**config.mk**
```make
export PLATFORM = sky130hd
export DESIGN_NAME = rcw_reset_config
export DESIGN_NICKNAME = d
export VERILOG_FILES = /design/src/logic/rcw_pkg.sv /design/src/logic/rcw_cfg_mem.sv /design/src/logic/rcw_reset_config.sv
export SDC_FILE = /design/constraint.sdc
export NUM_CORES = 1
export LEC_CHECK = 0
export BUFFER_PORTS_ARGS = -buffer_cell sky130_fd_sc_hd__buf_2
export CAP_MARGIN = 20
export CORE_AREA = 2 2 246 248
export DETAILED_ROUTE_END_ITERATION = 8
export DIE_AREA = 0 0 248 250
export MAX_ROUTING_LAYER = met4
export PLACE_DENSITY = 0.45
export SYNTH_ARGS = -nofsm -noshare
export SYNTH_HDL_FRONTEND = slang
export SYNTH_SLANG_ARGS = --single-unit
```
**constraint.sdc**
```tcl
create_clock -name sys_clk -period 6.1 [get_ports sys_clk]
set_clock_uncertainty 0.2 [all_clocks]
set_input_delay 1.22 -clock sys_clk [delete_from_list [all_inputs] [get_ports sys_clk]]
set_output_delay 1.22 -clock sys_clk [all_outputs]
set_load 0.02 [all_outputs]
```
**src/logic/rcw_pkg.sv**
```systemverilog
// Constants and types for the reset and configuration word logic
package rcw_pkg;
	localparam int unsigned CLK_PERIOD_NS = 100;
	localparam int unsigned WORD_W        = 16;
	localparam int unsigned ADDR_W        = 14;
	localparam int unsigned MEM_AW        = 4;
	localparam int unsigned MEM_DEPTH     = 16;

	localparam logic [13:0] CFG_ADDR   = 14'h2007;
	localparam logic [13:0] CAL_ADDR   = 14'h2009;
	localparam logic [13:0] SPACE_BASE = 14'h2000;
	localparam int unsigned SPACE_BIT  = 13;
	localparam logic [3:0]  CFG_IDX    = CFG_ADDR[3:0];
	localparam logic [3:0]  CAL_IDX    = CAL_ADDR[3:0];

	localparam int unsigned BOR_SEL_HI = 9;
	localparam int unsigned BOR_SEL_LO = 8;
	localparam int unsigned INTERNAL_OSC_FREQ_SELECT_BIT = 7;
	localparam int unsigned CP_BIT     = 6;
	localparam int unsigned PINSEL_BIT = 5;
	localparam int unsigned POWER_UP_DELAY_ENABLE_BIT  = 4;
	localparam int unsigned WATCHDOG_ENABLE_BIT   = 3;
	localparam int unsigned FOSC_HI    = 2;
	localparam int unsigned FOSC_LO    = 0;
	localparam logic [15:0] UNIMPL_MASK = 16'hfc00;
	localparam logic [15:0] ERASED_WORD = 16'hffff;
	localparam logic [15:0] CFG_RESET   = 16'hffff;
	localparam logic [1:0]  BOR_ALWAYS  = 2'h3;
	localparam logic [1:0]  BOR_AWAKE   = 2'h2;

	localparam int unsigned POWER_UP_DELAY_TIMER_TIME_NS = 64000000;
	localparam int unsigned POWER_UP_DELAY_TIMER_CYC =
		(POWER_UP_DELAY_TIMER_TIME_NS + CLK_PERIOD_NS - 1) / CLK_PERIOD_NS;
	localparam int unsigned POWER_UP_DELAY_TIMER_CNT_W = 20;
	localparam int unsigned OST_TICKS  = 1024;
	localparam int unsigned OST_CNT_W  = 10;
	localparam int unsigned FILT_TIME_NS = 2000;
	localparam int unsigned FILT_CYC =
		(FILT_TIME_NS + CLK_PERIOD_NS - 1) / CLK_PERIOD_NS;
	localparam int unsigned FILT_CNT_W = 8;

	typedef enum logic [2:0] {
		OSC_LP_XTAL  = 3'h0,
		OSC_STD_XTAL = 3'h1,
		OSC_HS_XTAL  = 3'h2,
		OSC_EXT_CLK  = 3'h3,
		OSC_INT_IO   = 3'h4,
		OSC_INT_CLKO = 3'h5,
		OSC_RC_IO    = 3'h6,
		OSC_RC_CLKO  = 3'h7
	} rcw_osc_type;

	typedef enum logic [5:0] {
		ST_LOAD   = 6'h01,
		ST_SUPPLY = 6'h02,
		ST_POWER_UP_DELAY_TIMER   = 6'h04,
		ST_OST    = 6'h08,
		ST_RUN    = 6'h10,
		ST_HOLD   = 6'h20
	} rcw_state_type;

	localparam rcw_state_type ST_SLEEP_CODE = ST_RUN;
endpackage

```
**src/logic/rcw_cfg_mem.sv**
```systemverilog
// Special configuration word store with registered read port
`timescale 1ns/10ps
`default_nettype none
module rcw_cfg_mem
	import rcw_pkg::*;
(
	input  wire logic                sys_clk,  // System clock
	input  wire logic                rst_n,    // Async reset, low
	input  wire logic                clk_en,   // Freezes state when low
	input  wire logic                wr_en,    // Write strobe
	input  wire logic [MEM_AW-1:0]   wr_addr,  // Write word index
	input  wire logic [WORD_W-1:0]   wr_data,  // Write data
	input  wire logic                erase,    // Bulk erase strobe
	input  wire logic                rd_en,    // Read strobe
	input  wire logic                rd_zero,  // Read returns zero
	input  wire logic [MEM_AW-1:0]   rd_addr,  // Read word index
	output logic      [WORD_W-1:0]   rd_data   // Registered read data
);
	logic [WORD_W-1:0] mem [MEM_DEPTH];
	logic [WORD_W-1:0] rd_data_next;

	genvar i;
	generate
		for (i = 0; i < MEM_DEPTH; i++) begin : g_word
			logic [WORD_W-1:0] word_next;
			always_comb begin
				word_next = mem[i];
				// Factory calibration survives the bulk erase
				if (erase && (MEM_AW'(i) != CAL_IDX)) begin
					word_next = ERASED_WORD;
				end else if (wr_en && (wr_addr == MEM_AW'(i))) begin
					word_next = wr_data;
				end
			end
			// Nonvolatile contents: no reset on purpose
			always_ff @(posedge sys_clk) begin
				if (clk_en) begin
					mem[i] <= word_next;
				end
			end
		end
	endgenerate

	always_comb begin
		rd_data_next = rd_data;
		if (rd_en) begin
			rd_data_next = rd_zero ? '0 : mem[rd_addr];
		end
	end

	always_ff @(posedge sys_clk or negedge rst_n) begin
		if (!rst_n) begin
			rd_data <= '0;
		end else if (clk_en) begin
			rd_data <= rd_data_next;
		end
	end
endmodule
`default_nettype wire

```
**src/logic/rcw_reset_config.sv**
```systemverilog
// Reset sequencer and configuration word decoder
`timescale 1ns/10ps
`default_nettype none
module rcw_reset_config
	import rcw_pkg::*;
#(
	parameter int unsigned POWER_UP_DELAY_TIMER_CYCLES = rcw_pkg::POWER_UP_DELAY_TIMER_CYC
)(
	input  wire logic                      sys_clk,           // Clock
	input  wire logic                      rst_n,             // Power-on
	input  wire logic                      clk_en,            // Enable
	input  wire logic                      supply_ok,         // Above thr
	input  wire logic                      osc_tick,          // Osc period
	input  wire logic                      ext_pin_i,         // Pin level
	output logic                           ext_pin_oe,        // Pin drive
	output logic                           ext_pin_pullup_en, // Pull-up
	output logic                           pin_digital_in,    // Port bit
	input  wire logic                      wdt_timeout,       // Wdog pulse
	input  wire logic                      sleep_req,         // Enter sleep
	input  wire logic                      irq_pending,       // Interrupt
	input  wire logic                      sw_set_por,        // Set flag
	input  wire logic                      prog_mode,         // Prog mode
	input  wire logic [ADDR_W-1:0]         prog_addr,         // Address
	input  wire logic                      prog_we,           // Write
	input  wire logic [WORD_W-1:0]         prog_wdata,        // Write data
	input  wire logic                      prog_re,           // Read
	input  wire logic                      bulk_erase,        // Erase
	output logic      [WORD_W-1:0]         prog_rdata,        // Read data
	output logic                           prog_mem_erase,    // Erase out
	output logic                           core_reset,        // Core reset
	output logic                           cold_reset,        // POR only
	output logic                           int_osc_run,       // Osc on
	output logic                           wake_event,        // Woke up
	output logic                           bor_enable,        // Brown-out
	output logic                           wdt_enable,        // Watchdog
	output logic                           int_osc_8mhz,      // 8 MHz
	output logic                           code_protect_on,   // Protect
	output rcw_pkg::rcw_osc_type           osc_mode,          // Clock mode
	output logic                           clkout_en,         // Clock out
	output logic                           por_flag           // Power flag
);
	import rcw_pkg::*;

	localparam logic [POWER_UP_DELAY_TIMER_CNT_W-1:0] POWER_UP_DELAY_TIMER_LAST =
		POWER_UP_DELAY_TIMER_CNT_W'(POWER_UP_DELAY_TIMER_CYCLES - 1);
	localparam logic [OST_CNT_W-1:0]  OST_LAST  = OST_CNT_W'(OST_TICKS - 1);
	localparam logic [FILT_CNT_W-1:0] FILT_LAST = FILT_CNT_W'(FILT_CYC - 1);

	function automatic logic is_crystal(input logic [2:0] fosc);
		return (fosc == OSC_LP_XTAL) || (fosc == OSC_STD_XTAL) ||
			(fosc == OSC_HS_XTAL);
	endfunction

	function automatic logic bor_on(input logic [1:0] sel, input logic slp);
		return (sel == BOR_ALWAYS) || ((sel == BOR_AWAKE) && !slp);
	endfunction

	rcw_state_type           state_reg, state_next;
	logic                    sleep_reg, sleep_next;
	logic [POWER_UP_DELAY_TIMER_CNT_W-1:0]   power_up_delay_timer_cnt_reg, power_up_delay_timer_cnt_next;
	logic [OST_CNT_W-1:0]    ost_cnt_reg, ost_cnt_next;
	logic                    load_reg, load_next;
	logic [WORD_W-1:0]       cfg_reg, cfg_next;
	logic                    seq_reg, seq_next;
	logic                    waking_reg, waking_next;
	logic                    wake_next, cold_next, por_next, erase_next;
	logic [FILT_CNT_W-1:0]   filt_cnt_reg, filt_cnt_next;
	logic                    ext_rst_reg, ext_rst_next;
	logic [2:0]              fosc;
	logic                    pin_sel, power_up_delay_timer_en, xtal, bor_now, wdt_rst;
	logic                    in_space, mapped, mem_we, mem_re, mem_zero;
	logic                    mem_erase;
	logic [MEM_AW-1:0]       idx, mem_raddr;
	logic [WORD_W-1:0]       mem_wdata, mem_rdata;

	assign fosc    = cfg_reg[FOSC_HI:FOSC_LO];
	assign pin_sel = cfg_reg[PINSEL_BIT];
	assign power_up_delay_timer_en = !cfg_reg[POWER_UP_DELAY_ENABLE_BIT];
	assign xtal    = is_crystal(fosc);
	assign bor_now = bor_on(cfg_reg[BOR_SEL_HI:BOR_SEL_LO], sleep_reg);
	assign wdt_rst = wdt_timeout && cfg_reg[WATCHDOG_ENABLE_BIT];

	// Configuration decode
	assign bor_enable      = bor_now;
	assign wdt_enable      = cfg_reg[WATCHDOG_ENABLE_BIT];
	assign int_osc_8mhz    = cfg_reg[INTERNAL_OSC_FREQ_SELECT_BIT];
	assign code_protect_on = !cfg_reg[CP_BIT];
	assign osc_mode        = rcw_osc_type'(fosc);
	assign clkout_en       = (fosc == OSC_RC_CLKO) || (fosc == OSC_INT_CLKO);

	// Pin is input only, whatever the reset source
	assign ext_pin_oe        = 1'b0;
	assign ext_pin_pullup_en = pin_sel;
	assign pin_digital_in    = pin_sel ? 1'b0 : ext_pin_i;
	// Oscillator idles while the pin holds reset in RC or internal modes
	assign int_osc_run = !(ext_rst_reg && fosc[FOSC_HI]);
	assign core_reset  = ((state_reg != ST_RUN) && !waking_reg) ||
		ext_rst_reg;

	// Pin filter: a low must last the full window to count
	always_comb begin
		filt_cnt_next = '0;
		ext_rst_next  = 1'b0;
		if (pin_sel && !ext_pin_i) begin
			filt_cnt_next = filt_cnt_reg;
			ext_rst_next  = ext_rst_reg;
			if (filt_cnt_reg == FILT_LAST) begin
				ext_rst_next = 1'b1;
			end else begin
				filt_cnt_next = filt_cnt_reg + 1'b1;
			end
		end
	end

	always_ff @(posedge sys_clk or negedge rst_n) begin
		if (!rst_n) begin
			filt_cnt_reg <= '0;
			ext_rst_reg  <= 1'b0;
		end else if (clk_en) begin
			filt_cnt_reg <= filt_cnt_next;
			ext_rst_reg  <= ext_rst_next;
		end
	end

	// Programming access to the special space
	assign in_space  = prog_mode && prog_addr[SPACE_BIT];
	assign mapped    = in_space &&
		(prog_addr[SPACE_BIT-1:MEM_AW] == SPACE_BASE[SPACE_BIT-1:MEM_AW]);
	assign idx       = prog_addr[MEM_AW-1:0];
	assign mem_we    = prog_we && mapped;
	// Bits without function are kept erased
	assign mem_wdata = (idx == CFG_IDX) ? (prog_wdata | UNIMPL_MASK) :
		prog_wdata;
	assign mem_erase = bulk_erase && prog_mode;
	assign mem_re    = ((state_reg == ST_LOAD) && !load_reg) ||
		(prog_re && in_space);
	assign mem_raddr = (state_reg == ST_LOAD) ? CFG_IDX : idx;
	assign mem_zero  = (state_reg != ST_LOAD) && !mapped;

	rcw_cfg_mem u_mem (
		.sys_clk (sys_clk),
		.rst_n   (rst_n),
		.clk_en  (clk_en),
		.wr_en   (mem_we),
		.wr_addr (idx),
		.wr_data (mem_wdata),
		.erase   (mem_erase),
		.rd_en   (mem_re),
		.rd_zero (mem_zero),
		.rd_addr (mem_raddr),
		.rd_data (mem_rdata)
	);
	assign prog_rdata = mem_rdata;

	// Sequencer
	always_comb begin
		state_next    = state_reg;
		sleep_next    = sleep_reg;
		power_up_delay_timer_cnt_next = power_up_delay_timer_cnt_reg;
		ost_cnt_next  = ost_cnt_reg;
		load_next     = load_reg;
		cfg_next      = cfg_reg;
		seq_next      = seq_reg;
		waking_next   = waking_reg;
		wake_next     = 1'b0;
		cold_next     = cold_reset;
		por_next      = por_flag || sw_set_por;
		erase_next    = mem_erase || (mem_we && (idx == CFG_IDX) &&
			prog_wdata[CP_BIT] && !cfg_reg[CP_BIT]);
		if (bor_now && !supply_ok && (state_reg != ST_LOAD)) begin
			// Restart the whole power-up chain on brown-out
			state_next    = ST_SUPPLY;
			seq_next      = 1'b1;
			sleep_next    = 1'b0;
			power_up_delay_timer_cnt_next = '0;
			ost_cnt_next  = '0;
			waking_next   = 1'b0;
		end else begin
			case (state_reg)
				ST_LOAD: begin
					load_next = 1'b1;
					if (load_reg) begin
						cfg_next   = mem_rdata;
						state_next = ST_SUPPLY;
					end
				end
				ST_SUPPLY: begin
					if (seq_reg && power_up_delay_timer_en) begin
						state_next = ST_POWER_UP_DELAY_TIMER;
					end else if (seq_reg && xtal) begin
						state_next = ST_OST;
					end else begin
						state_next = ST_RUN;
						seq_next   = 1'b0;
						cold_next  = 1'b0;
					end
				end
				ST_POWER_UP_DELAY_TIMER: begin
					if (power_up_delay_timer_cnt_reg == POWER_UP_DELAY_TIMER_LAST) begin
						power_up_delay_timer_cnt_next = '0;
						if (xtal) begin
							state_next = ST_OST;
						end else begin
							state_next = ST_RUN;
							seq_next   = 1'b0;
							cold_next  = 1'b0;
						end
					end else begin
						power_up_delay_timer_cnt_next = power_up_delay_timer_cnt_reg + 1'b1;
					end
				end
				ST_OST: begin
					if (waking_reg && ext_rst_reg) begin
						state_next  = ST_HOLD;
						waking_next = 1'b0;
						sleep_next  = 1'b0;
						ost_cnt_next = '0;
					end else if (osc_tick) begin
						if (ost_cnt_reg == OST_LAST) begin
							ost_cnt_next = '0;
							state_next   = ST_RUN;
							seq_next     = 1'b0;
							cold_next    = 1'b0;
							wake_next    = waking_reg;
							waking_next  = 1'b0;
							sleep_next   = 1'b0;
						end else begin
							ost_cnt_next = ost_cnt_reg + 1'b1;
						end
					end
				end
				ST_RUN: begin
					if (ext_rst_reg || (wdt_rst && !sleep_reg)) begin
						state_next = ST_HOLD;
						sleep_next = 1'b0;
					end else if (sleep_reg) begin
						// Watchdog wake-up is not a reset
						if (wdt_rst || irq_pending) begin
							if (xtal) begin
								state_next  = ST_OST;
								waking_next = 1'b1;
							end else begin
								sleep_next = 1'b0;
								wake_next  = 1'b1;
							end
						end
					end else if (sleep_req) begin
						sleep_next = 1'b1;
					end
				end
				ST_HOLD: begin
					if (!ext_rst_reg) begin
						state_next = ST_SUPPLY;
					end
				end
				default: begin
					state_next = ST_LOAD;
				end
			endcase
		end
	end

	always_ff @(posedge sys_clk or negedge rst_n) begin
		if (!rst_n) begin
			state_reg      <= ST_LOAD;
			sleep_reg      <= 1'b0;
			power_up_delay_timer_cnt_reg   <= '0;
			ost_cnt_reg    <= '0;
			load_reg       <= 1'b0;
			cfg_reg        <= CFG_RESET;
			seq_reg        <= 1'b1;
			waking_reg     <= 1'b0;
			wake_event     <= 1'b0;
			cold_reset     <= 1'b1;
			por_flag       <= 1'b0;
			prog_mem_erase <= 1'b0;
		end else if (clk_en) begin
			state_reg      <= state_next;
			sleep_reg      <= sleep_next;
			power_up_delay_timer_cnt_reg   <= power_up_delay_timer_cnt_next;
			ost_cnt_reg    <= ost_cnt_next;
			load_reg       <= load_next;
			cfg_reg        <= cfg_next;
			seq_reg        <= seq_next;
			waking_reg     <= waking_next;
			wake_event     <= wake_next;
			cold_reset     <= cold_next;
			por_flag       <= por_next;
			prog_mem_erase <= erase_next;
		end
	end

	a_bor_holds:
	assert property (@(posedge sys_clk) disable iff (!rst_n)
		(clk_en && bor_now && !supply_ok && state_reg == ST_RUN)
		|=> core_reset && state_reg == ST_SUPPLY)
	else $error("brown-out did not hold reset");

	a_power_up_delay_timer_restart:
	assert property (@(posedge sys_clk) disable iff (!rst_n)
		(clk_en && state_reg == ST_POWER_UP_DELAY_TIMER && bor_now && !supply_ok)
		|=> state_reg == ST_SUPPLY && power_up_delay_timer_cnt_reg == '0)
	else $error("power-up delay not restarted");

	a_power_up_delay_timer_end:
	assert property (@(posedge sys_clk) disable iff (!rst_n)
		(clk_en && state_reg == ST_POWER_UP_DELAY_TIMER && power_up_delay_timer_cnt_reg == POWER_UP_DELAY_TIMER_LAST &&
		!(bor_now && !supply_ok))
		|=> state_reg != ST_POWER_UP_DELAY_TIMER && power_up_delay_timer_cnt_reg == '0)
	else $error("power-up delay wrong length");

	a_power_up_delay_timer_off:
	assert property (@(posedge sys_clk) disable iff (!rst_n)
		(clk_en && state_reg == ST_SUPPLY && cfg_reg[POWER_UP_DELAY_ENABLE_BIT])
		|=> state_reg != ST_POWER_UP_DELAY_TIMER)
	else $error("disabled power-up delay ran");

	a_ost_xtal:
	assert property (@(posedge sys_clk) disable iff (!rst_n)
		(state_reg == ST_OST) |-> xtal && (core_reset || waking_reg))
	else $error("start-up timer outside crystal mode");

	a_filter_len:
	assert property (@(posedge sys_clk) disable iff (!rst_n)
		$rose(ext_rst_reg) |-> $past(filt_cnt_reg) == FILT_LAST &&
		$past(ext_pin_i, 2) == 1'b0)
	else $error("short reset pulse accepted");

	a_pin_tied:
	assert property (@(posedge sys_clk) disable iff (!rst_n)
		(clk_en && !pin_sel) |=> !ext_rst_reg && ext_pin_oe == 1'b0)
	else $error("tied reset input became active");

	a_osc_stop:
	assert property (@(posedge sys_clk) disable iff (!rst_n)
		(clk_en && pin_sel && fosc[FOSC_HI] && !ext_pin_i &&
		filt_cnt_reg == FILT_LAST) |=> !int_osc_run && core_reset)
	else $error("oscillator ran during pin reset");

	a_wake_quiet:
	assert property (@(posedge sys_clk) disable iff (!rst_n)
		(clk_en && state_reg == ST_RUN && sleep_reg && wdt_rst &&
		!ext_rst_reg && !xtal && !(bor_now && !supply_ok))
		|=> !core_reset && wake_event)
	else $error("watchdog wake-up reset the core");

	a_por_set:
	assert property (@(posedge sys_clk) disable iff (!rst_n)
		(clk_en && sw_set_por) |=> por_flag ##1 (por_flag || !clk_en))
	else $error("power-on flag not held");
endmodule
`default_nettype wire

```
== Yosys cells after proc, flatten, opt, wreduce, memory -nomap -nowiden ==
Memory sizes are Yosys's and may differ from the RTL's.
Cells that the tools add are included.
Widths: inputs -> output; s select.
Word-level totals
  output and inout port bits: 33
  memories: 1
  RAM bits: 256
  register bits: 79
Memories
  u_mem.mem: depth 16, bits a word 16, rd ports 1, clocked after Yosys merged registers in 0, wr ports 16, line rcw_cfg_mem.sv:19  | logic [WORD_W-1:0] mem [MEM_DEPTH];
Operators by class
  add/sub/neg operators: 3
  reduce and logical (&&, ||, !) cells: 92
  equal/unequal tests: 75
  bitwise operators: 1
  mux-type cells: 96
Operator list (count)
  $mux 16: 33
  $mux 6: 11
  $mux 20: 3
  $mux 10: 5
  $ne 2x2->1 const B: 23
  $reduce_and 2->1: 20
  $logic_and 1x1->1: 36
  $ne 3x3->1 const B: 12
  $pmux 6 s6: 1
  $mux 1: 33
  $eq 4x4->1 const B: 8
  $add 20x1->20 const B: 1
  $eq 20x20->1 const B: 1
  $ne 4x4->1 const B: 5
  $reduce_and 9->1: 2
  $eq 4x3->1 const B: 4
  $mux 8: 2
  $mux 5: 3
  $add 10x1->10 const B: 1
  $eq 10x10->1 const B: 1
  $logic_or 1x1->1: 10
  $reduce_and 10->1: 1
  $logic_not 1->1: 9
  $logic_not 9->1: 1
  other kinds (31): 41

== Logic depth before layout (Yosys ltp) ==
Gate-level depths: netlist of the first run.
  word-level depth: 9
  depth in mapped cells: 9
  gate-level depth less buffers: 6

== Hierarchy ==
From an unflattened synthesis of the first run, not the netlist that was laid out.
Unflattened totals
  cells, all modules: 945
  area, all modules: 14447.6 µm²
Modules (own cells, without submodules)
  rcw_cfg_mem: sequential area each 8087.8 µm², instances 1, cells each 539, area an instance 10655.2 µm²
  rcw_reset_config: sequential area each 1592.8 µm², instances 1, cells each 406, area an instance 3792.4 µm²

== Worst setup path before layout of the first run ==
Ideal clock, no wire load.
  path kind: input -> register
  from: input port prog_addr[5]
  to: memory u_mem.mem[10][0], enable pin
  arrival time: 3.407 ns
  path slack: 2.082 ns
  buffers on the path: 0
  cell stages on the path: 4
  path through: nor4bb_1 nand4_1 or4_1 o21ai_0
RTL lines
  from (decl): line rcw_reset_config.sv:23  | input wire logic [ADDR_W-1:0] prog_addr,
  to (decl): line rcw_cfg_mem.sv:19

==> impl_metrics.json, run 1 <==
{
  "tightest_slew_ps": 1014,
  "final-max-slew-violation-count": 0,
  "worstSetupEndpointType": "register",
  "synth_top_area_share_pct": 52.26,
  "portBuffers": 75,
  "syn-num-nets": 1063,
  "grtUsageTotal_pct": 13.84,
  "min-delay-path-class": "register to register",
  "routabilityCongestion": 0.8358,
  "intPower_mw": 4.511,
  "num-nets-final": 1138,
  "io_pins": 77,
  "grt_max_degree": 52,
  "start_kind": "primary input",
  "root_buffer": "clkbuf_16",
  "post-cts-setup-buffer-count": 0,
  "dpl.hpwl_um": 27280,
  "switching_share_pct": 29.50,
  "synth_cell_types": 84,
  "status": "completed",
  "drive_above_1_share_pct": 22.41,
  "hold_depth": 1,
  "worstPathArrival_ps": 3890,
  "cap_violations": 0,
  "ys.flop_type": "edfxtp_1",
  "design_area_mm2": 0.01726,
  "postSynth.asyncResetShare_pct": 23.58,
  "cts_max_level": 2,
  "vias": 9242,
  "yosys.area.top_type": "edfxtp_1",
  "die_h_um": 250,
  "synth-seq-cells": 335,
  "p_sw_mw": 1.887,
  "critPathMaxFanout": 16,
  "timing_worst_setup_path_type": "primary input to register",
  "initial_core_util_pct": 24.69,
  "ctsHoldBuffers": 0,
  "fmax_ghz": 0.2552,
  "crit_required_ps": 6070,
  "setup_viol": 0,
  "area_growth_pct": 17.34,
  "syn_avg_cell_area_um2": 14.48,
  "grt_antenna_before_repair": 0,
  "drtPass1Iterations": 5,
  "finalCriticalPeriod_ps": 3919,
  "grt_pass1_wl_um": 61680,
  "yosysWarnings": 0,
  "cts_buffers": 38,
  "clk_path_buf_depth": 3,
  "powerDensity_mw_per_mm2": 370.7,
  "rrSetupSlack_ps": 2790,
  "max-slew-margin-rel_pct": 32.42,
  "r2r_cells": 5,
  "pwr-share-clk_pct": 36.1,
  "ys_seq_area_share_pct": 65.81,
  "syn-instance-count": 1016,
  "finalHoldViolations": 0,
  "dieArea_mm2": 0.06200,
  "leakage_nw": 6.106,
  "postCtsResizedCells": 0,
  "finalCritPeriodShare_pct": 64.25,
  "clock_sink_count": 335,
  "rsz0062_at_grt": "false",
  "core-area_mm2": 0.05957,
  "fillers": 5968,
  "p_comb_share_pct": 17.8,
  "grt_pass1_vias": 9110,
  "antenna_left": 0,
  "core.rowCount": 90,
  "clock_latency_ps": 550,
  "die_width_um": 248,
  "syn-cell-area_mm2": 0.01471,
  "synth_area_leaders": "edfxtp_1, dfrtp_1, mux4_2",
  "pwr-share-seq_pct": 46.1,
  "place_area_mm2": 0.01596,
  "largest_reg_flops": 256,
  "cts_tree": "done",
  "initialDrtViolationCount": 959,
  "drc_errors": 0,
  "via_per_inst": 4.857,
  "wl_um": 41490,
  "grt.overflow.total": 0,
  "synth-edff-count": 256,
  "ir_drop_mv": 0.1632,
  "path_clk_slew_ps": 60,
  "finalSetupTns_ps": 0,
  "wire_per_inst_um": 21.80
}
==> layout by cell type, fill, tap and decap left out, types with 5 or more instances in the layout <==
cell / count
clkinv_1: 8
o21ai_2: 7
nand2b_1: 36
and2_1: 10
buf_4: 21
a31oi_1: 7
and3_1: 10
nor2_1: 49
inv_1: 33
nand2_1: 43
dfrtp_1: 66
bufinv_16: 5
nand3_1: 36
nor2b_1: 8
xor2_1: 8
a21oi_1: 25
buf_2: 72
o21a_1: 5
nand4_1: 15
o21ai_0: 49
clkbuf_1: 11
o31ai_1: 10
o22ai_1: 26
edfxtp_1: 256
mux4_2: 47
dfstp_2: 13
a32o_1: 16
o211ai_1: 10
or4_1: 5
nand3b_1: 5
mux2i_1: 32
clkbuf_16: 38
mux2_2: 12
a211oi_1: 14
nor3_1: 10
==> worst max-delay path: stages <==
cell and delay (ps):
buf_2 260, nor4bb_1 400, nand4_1 490, or4_1 680, o21ai_2 830
==> final cells by class <==
cell class | count | area [µm²] | area share, %
sequential | 335 | 9681 | 56.08
multi-input combinational | 586 | 4659 | 26.99
clock buffer | 50 | 1006 | 5.828
tap | 782 | 978.4 | 5.668
timing repair buffer | 97 | 574.3 | 3.327
clock inverter | 19 | 236.5 | 1.370
inverter | 33 | 123.9 | 0.7176
antenna | 1 | 2.502 | 0.01450
==> per-layer routing <==
layer / share of wire, % / track usage [%] / vias up / wire length, µm
li1: - / - / 4162 / -
met1: 47 / 19.58 / 4720 / 19400
met2: 45 / 20.34 / 304 / 18630
met3: 6.5 / 2.538 / 56 / 2682
met4: 1.9 / 3.593 / 0 / 784
met5: 0 / - / - / 0
==> per-stage QoR <==
stage	std cells	total power, mW	worst slack (ps)	utilization (%)	hold slack, ps
2_1_floorplan	1016	3.711	2082	-	251.4
3_3_place_gp	1828	4.137	1780	26.78	232.2
3_5_place_dp	1829	4.141	1739	26.79	239.3
4_1_cts	1898	6.478	2283	28.88	253.8
5_1_grt	1902	6.692	1949	28.97	289.5
6_report	1903	6.398	2181	28.98	251.8
==> power by group through the flow <==
stage | combinational [mW] | clock [mW] | sequential [mW]
after CTS | 1.14 | 2.38 | 2.96
after detailed placement | 1.14 | 0 | 3.00
after global placement | 1.14 | 0 | 3.00
after floorplan | 0.770 | 0 | 2.94
final | 1.14 | 2.31 | 2.95
after global routing | 1.24 | 2.47 | 2.98
==> cells in the mapped netlist (16+ instances only) <==
library cell / count
nor2_1: 51
edfxtp_1: 256
nand3_1: 36
a21oi_1: 29
nand2_1: 43
mux2i_1: 32
o22ai_1: 26
clkbuf_1: 32
inv_1: 33
nand2b_1: 36
a32o_1: 16
dfrtp_1: 66
o21ai_0: 56
mux4_2: 47
==> cells by family after synthesis <==
family                     count (synthesis)  synth area share [%]
xor gates and xnor gates                  11                0.6550
AOI/OAI and AO/OA                        224                 10.62
other                                      1               0.02549
and+or+nand+nor                          255                 9.441
adders and majority gates                  3                0.2552
DFF                                      335                 65.81
muxes                                     92                 10.37
buffers and inverters                     95                 2.832
==> path summary, 6_finish.rpt <==
check	from	endpoint
worst max-delay path	prog_mode	u_mem.mem[11][12]
worst min-delay path	por_flag	por_flag
worst max register to register	state_reg[3]	u_mem.rd_data[15]
worst min register to register	por_flag	por_flag
max in group asynchronous	rst_n	u_mem.rd_data[6]
min in group asynchronous	rst_n	por_flag
Power figures use the tool's default switching activity.
==> run 2: changes to the inputs <==
==> constraint.sdc (replaced) <==
create_clock -name sys_clk -period 4.1 [get_ports sys_clk]
set_clock_uncertainty 0.2 [all_clocks]
set_input_delay 0.82 -clock sys_clk [delete_from_list [all_inputs] [get_ports sys_clk]]
set_output_delay 0.82 -clock sys_clk [all_outputs]
set_load 0.02 [all_outputs]
==> run 2 against run 1 <==
Hold slack worse by 130 ps. Clock power increased by 49%. Sequential power increased by 48%. Sequential share of layout area down 0.86 points. Core utilization increased by 0.45 points. Critical path type unchanged. Critical endpoint is now u_mem.mem[2][15].
==> impl_metrics.json, run 2 (synthesis results as in run 1) <==
{
  "root_buffer": "clkbuf_16",
  "r2r_cells": 5,
  "post-cts-setup-buffer-count": 0,
  "dpl.hpwl_um": 28850,
  "tightest_slew_ps": 1103,
  "final-max-slew-violation-count": 0,
  "place_area_mm2": 0.01625,
  "wire_per_inst_um": 22.15,
  "ctsHoldBuffers": 0,
  "reg2reg_from": "state_reg[3]",
  "finalHoldViolations": 0,
  "cts_max_level": 2,
  "via_per_inst": 4.828,
  "die_h_um": 250,
  "core-area_mm2": 0.05957,
  "postCtsResizedCells": 0,
  "crit_required_ps": 4150,
  "dieArea_mm2": 0.06200,
  "dp_slack_ps": 473.0,
  "core.rowCount": 90,
  "setup_viol": 0,
  "initialDrtViolationCount": 754,
  "path_clk_slew_ps": 60,
  "rr_endpoint": "power_up_delay_timer_cnt_reg[0]",
  "fmax_ghz": 0.3104,
  "p_sw_mw": 2.887,
  "max-slew-margin-rel_pct": 26.44,
  "finalSetupTns_ps": 0,
  "num-nets-final": 1172,
  "highest-signal-layer": "met4",
  "switching_share_pct": 30.09,
  "met1_length_um": 20430,
  "cap_violations": 0,
  "dr_wl_met2_um": 19000,
  "finalCritPeriodShare_pct": 78.58,
  "clk_path_buf_depth": 3,
  "grt.overflow.total": 0,
  "intPower_mw": 6.708,
  "p_comb_share_pct": 18.5,
  "worstSetupEndpointType": "register",
  "final_common_cell": "edfxtp_1",
  "leakage_nw": 6.289,
  "seq_area_mm2": 0.009681,
  "drc_errors": 0,
  "instances_no_fill": 1940,
  "whs_ps": 123.6,
  "start_kind": "primary input",
  "rsz0062_at_grt": "false",
  "grtUsageTotal_pct": 14.27,
  "rrSetupSlack_ps": 930,
  "portBuffers": 75,
  "pwr-share-seq_pct": 45.6,
  "drtPass1Iterations": 5,
  "grt_pass1_wl_um": 63680,
  "clock_latency_ps": 550,
  "ir_drop_mv": 0.3003,
  "timing.critical_path.from": "prog_mode",
  "pwr-share-clk_pct": 35.9,
  "vias": 9366,
  "antenna_left": 0,
  "dp_cells": 1866,
  "timing_worst_setup_path_type": "primary input to register",
  "critPathMaxFanout": 11,
  "status": "completed",
  "min-delay-path-class": "primary input to asynchronous set/reset pin",
  "area_growth_pct": 19.17,
  "io_pins": 77,
  "final_cell_mix": "edfxtp_1, buf_2, dfrtp_1",
  "fin_util_pct": 29.43,
  "wl_met3_um": 2758,
  "largest_reg_flops": 256,
  "grt_pass1_vias": 9434,
  "cts_tree": "done",
  "fillers": 6001,
  "cts_buffers": 39,
  "fin_ws_ps": 878.2,
  "drive_above_1_share_pct": 25.35,
  "design_area_mm2": 0.01753,
  "grt_max_degree": 52,
  "wl_um": 42970,
  "grt_antenna_before_repair": 3,
  "multi_input_area_mm2": 0.004659,
  "routabilityCongestion": 0.8356,
  "die_width_um": 248,
  "worstPathArrival_ps": 3270,
  "finalCriticalPeriod_ps": 3222,
  "clock_sink_count": 335,
  "finalPower_mw": 9.594,
  "powerDensity_mw_per_mm2": 547.3,
  "initial_core_util_pct": 24.69
}
[run 2: cell count changes in the layout (fill, tap and decap cells not counted), sizes merged]
cell / delta
clkinv: +8
inv: +1
buf: +33
diode: +1
bufinv: -1
clkbuf: -6
clkinvlp: +1
[run 2: critical path: stages]
cell and delay [ps]:
buf_2 210, nor4bb_1 380, nand4_1 530, or4_1 720, o21ai_2 410, buf_12 200
[run 2: cell type report]
type / instances / share of cell area [%]
Clock inverter: 28 / 1.599
Timing Repair Buffer: 130 / 4.611
Antenna cell: 2 / 0.02855
Tap cell: 782 / 5.581
Multi-Input combinational cell: 586 / 26.58
Clock buffer: 44 / 5.674
Inverter: 33 / 0.7066
Sequential cell: 335 / 55.22
[run 2: how the worst max path moves through the flow]
stage / end
3_3_place_gp: u_mem.mem[2][2]
4_1_cts: power_up_delay_timer_cnt_reg[0]
3_5_place_dp: u_mem.mem[2][8]
5_1_grt: power_up_delay_timer_cnt_reg[0]
6_report: u_mem.mem[2][15]
2_1_floorplan: u_mem.mem[10][0]
[run 2: per-layer routing]
metal  vias to the layer above  GRT usage (%)
met3                        44          3.527
met1                      4814          19.90
met2                       278          20.77
met5                         -              -
li1                       4230              -
met4                         0          3.422
[run 2: power by group through the flow]
stage               combinational [mW]  sequential (mW)  clock [mW]
floorplan                         1.15             4.38           0
global placement                  1.78             4.44           0
detailed placement                1.78             4.45           0
CTS                               1.79             4.38        3.55
global route                      1.93             4.43        3.68
finish                            1.77             4.38        3.45
==> run 3: changes to the inputs <==
--- a/config.mk
+++ b/config.mk
@@ -5,13 +5,14 @@
 export SDC_FILE = /design/constraint.sdc
 export NUM_CORES = 1
 export LEC_CHECK = 0
+export ABC_AREA = 1
 export BUFFER_PORTS_ARGS = -buffer_cell sky130_fd_sc_hd__buf_2
 export CAP_MARGIN = 20
-export CORE_AREA = 2 2 246 248
+export CORE_AREA = 2 2 250 252
 export DETAILED_ROUTE_END_ITERATION = 8
-export DIE_AREA = 0 0 248 250
+export DIE_AREA = 0 0 252 254
 export MAX_ROUTING_LAYER = met4
-export PLACE_DENSITY = 0.45
+export PLACE_DENSITY = 0.46
 export SYNTH_ARGS = -nofsm -noshare
 export SYNTH_HDL_FRONTEND = slang
 export SYNTH_SLANG_ARGS = --single-unit
==> constraint.sdc (replaced) <==
create_clock -name sys_clk -period 2.9 [get_ports sys_clk]
set_clock_uncertainty 0.2 [all_clocks]
set_input_delay 0.58 -clock sys_clk [delete_from_list [all_inputs] [get_ports sys_clk]]
set_output_delay 0.58 -clock sys_clk [all_outputs]
set_load 0.02 [all_outputs]
==> run 3 against run 2 <==
Register-to-register slack got worse by 580 ps. Sequential power increased by 39%. Die area increased by 3.2%. Wire length increased by 8.7%. Cell count increased by 23%. Synthesized cell count increased by 44%. Design area increased by 3.6%. Power increased by 55%. Clock power increased by 33%. Critical path type is now register to output port. Critical endpoint is now core_reset.
==> impl_metrics.json, run 3 <==
{
  "crit_required_ps": 2120,
  "initial_core_util_pct": 24.78,
  "min_from": "sw_set_por",
  "fin_ws_ps": 198.4,
  "finalCritPeriodShare_pct": 93.16,
  "worstPathArrival_ps": 1920,
  "post-cts-setup-buffer-count": 0,
  "pwr-share-clk_pct": 31.0,
  "routabilityCongestion": 0.8481,
  "cpMostUsedCell": "inv_1",
  "timing_worst_setup_path_type": "register to output port",
  "finalHoldViolations": 0,
  "num-nets-final": 1619,
  "seq_area_mm2": 0.009681,
  "finalCriticalPeriod_ps": 2702,
  "grtUsageTotal_pct": 14.96,
  "clock_sink_count": 335,
  "path_clk_slew_ps": 60,
  "synth-seq-cells": 335,
  "leakage_nw": 7.214,
  "rrSetupSlack_ps": 350,
  "ys.flop_type": "edfxtp_1",
  "final_common_cell": "nand2_1",
  "cts_tree": "done",
  "synth_cell_types": 46,
  "grt_pass1_wl_um": 69500,
  "dp_slack_ps": 214.4,
  "fillers": 6369,
  "wl_um": 46720,
  "p_sw_mw": 5.184,
  "multi_input_area_mm2": 0.004616,
  "die_h_um": 254,
  "largest_reg_flops": 256,
  "core-area_mm2": 0.06126,
  "antenna_left": 0,
  "grt_antenna_before_repair": 3,
  "core.rowCount": 91,
  "cpMaxStageDelayCell": "dfstp_2",
  "reg2reg_from": "state_reg[0]",
  "start_kind": "register",
  "r2r_cells": 12,
  "initialDrtViolationCount": 820,
  "area_growth_pct": 19.57,
  "die_width_um": 252,
  "synth_area_leaders": "edfxtp_1, dfrtp_1, nand3_1",
  "drive_above_1_share_pct": 17.00,
  "critical_path_buf_inv_count": 3,
  "setup_viol": 0,
  "max-slew-margin-rel_pct": 63.86,
  "fin_util_pct": 29.64,
  "syn-num-nets": 1509,
  "pwr-share-seq_pct": 41.1,
  "ys_seq_area_share_pct": 63.76,
  "dpl.hpwl_um": 32180,
  "yosysMostFrequentCell": "nand2_1",
  "synth-edff-count": 256,
  "cp_slowest_stage_delay_ps": 540,
  "io_pins": 77,
  "synth_top_area_share_pct": 50.63,
  "yosys.area.top_type": "edfxtp_1",
  "grt_pass1_vias": 11190,
  "whs_endpoint": "por_flag",
  "root_buffer": "clkbuf_16",
  "rsz0062_at_grt": "false",
  "syn-cell-area_mm2": 0.01518,
  "syn_avg_cell_area_um2": 10.38,
  "syn-instance-count": 1462,
  "status": "completed",
  "cts_buffers": 39,
  "powerDensity_mw_per_mm2": 818.2,
  "drtPass1Iterations": 5,
  "rr_endpoint": "u_mem.rd_data[10]",
  "vias": 11340,
  "wire_per_inst_um": 19.53,
  "ir_drop_mv": 0.3364,
  "worstSetupEndpointType": "output port",
  "synth_common_cells": "nand2_1, nand3_1, edfxtp_1",
  "via_per_inst": 4.741,
  "switching_share_pct": 34.90,
  "final_cell_mix": "nand2_1, nand3_1, edfxtp_1",
  "dieArea_mm2": 0.06401,
  "min-delay-path-class": "primary input to register",
  "postSynth.asyncResetShare_pct": 23.58,
  "crit_family": "flip-flops",
  "portBuffers": 75,
  "clock_latency_ps": 560,
  "fmax_ghz": 0.3701,
  "grt_max_degree": 71,
  "drc_errors": 0,
  "critPathMaxFanout": 4,
  "cts_max_level": 2,
  "tightest_slew_ps": 542.0,
  "hold_depth": 2,
  "p_comb_share_pct": 27.9,
  "postCtsResizedCells": 0,
  "yosysWarnings": 0,
  "worstPathCellList": "nor2_1, nand2_1, inv_1, nand3_1, inv_1, o21ai_0, buf_2",
  "final-max-slew-violation-count": 0,
  "grt.overflow.total": 0,
  "intPower_mw": 9.670,
  "clk_path_buf_depth": 3,
  "cap_violations": 0
}
==> run 3: changes by cell type after synthesis, sizes merged, moves of 15 or more <==
cell / delta
o22ai: -24
nand3: +255
a211oi: -15
inv: +114
mux2i: -32
a32o: -16
mux4: -47
buf: +24
o2111ai: +64
nor2: +31
nand2: +261
nand2b: -36
==> run 3: cells by family after synthesis <==
kind of cell               synth area share [%]
AOI/OAI and AO/OA                         6.634
xor gates and xnor gates                 0.6923
adders and majority gates                0.2473
buffers and inverters                     6.321
DFF                                       63.76
muxes                                    0.5934
other                                   0.02470
and+or+nand+nor                           21.72
==> run 3: stage by stage <==
stage	hold WS (ps)	instance area [µm²]	power, mW	instances	TNS, ps
CTS	8.538	18150	15.04	2390	0
floorplan	84.41	15180	8.782	1462	-17530
detailed placement	243.3	16890	10.38	2313	0
global route	11.92	18150	15.61	2392	0
global placement	233.8	16890	10.35	2313	0
finish	31.98	18150	14.85	2392	0
==> run 3: worst max path at each step <==
stage                        from          endpoint  slack [ps]  cells past startpoint
CTS                  state_reg[0]        core_reset         160                      7
global route         state_reg[0]        core_reset          10                      7
floorplan            prog_addr[0]  u_mem.mem[10][0]        -220                      6
detailed placement  prog_addr[11]  u_mem.mem[13][5]         210                      7
global placement     prog_addr[7]  u_mem.mem[13][5]         210                      9
finish               state_reg[0]        core_reset         200                      7
==> run 3: repair_timing <==
action | CTS | global route
hold buffers | 8 | 0
endpoints found under the hold margin | 38 | 0
endpoints found under the setup margin | 0 | 0
==> run 3: worst register-to-register path: cells and delay by family (launching register included) <==
kind,cells,cell delay (ps)
and+or+nand+nor,10,1360
buffers and inverters,2,340
DFF,1,540
==> run 3: per-layer routing <==
layer | track usage (%) | vias to the layer above | routed length (µm)
li1 | - | 5340 | -
met1 | 18.29 | 5600 | 19960
met2 | 25.29 | 335 | 23000
met3 | 2.837 | 66 | 2627
met4 | 4.108 | 0 | 1126
met5 | - | - | 0
==> run 3: cell type report <==
type	count	area share, %
diodes	2	0.02757
clock buffers	55	5.817
clock inverters	14	0.6617
inverters	149	3.095
multi-input cells	897	25.43
flip-flops and latches	335	53.33
well taps	790	5.445
repair buffers	150	6.203
==> run 3: power by group through the flow <==
stage          sequential, mW  combinational (mW)  clock [mW]
6_report                 6.11                4.14        4.60
5_1_grt                  6.17                4.54        4.90
4_1_cts                  6.12                4.19        4.73
3_5_place_dp             6.21                4.17           0
3_3_place_gp             6.20                4.15           0
2_1_floorplan            6.25                2.53           0
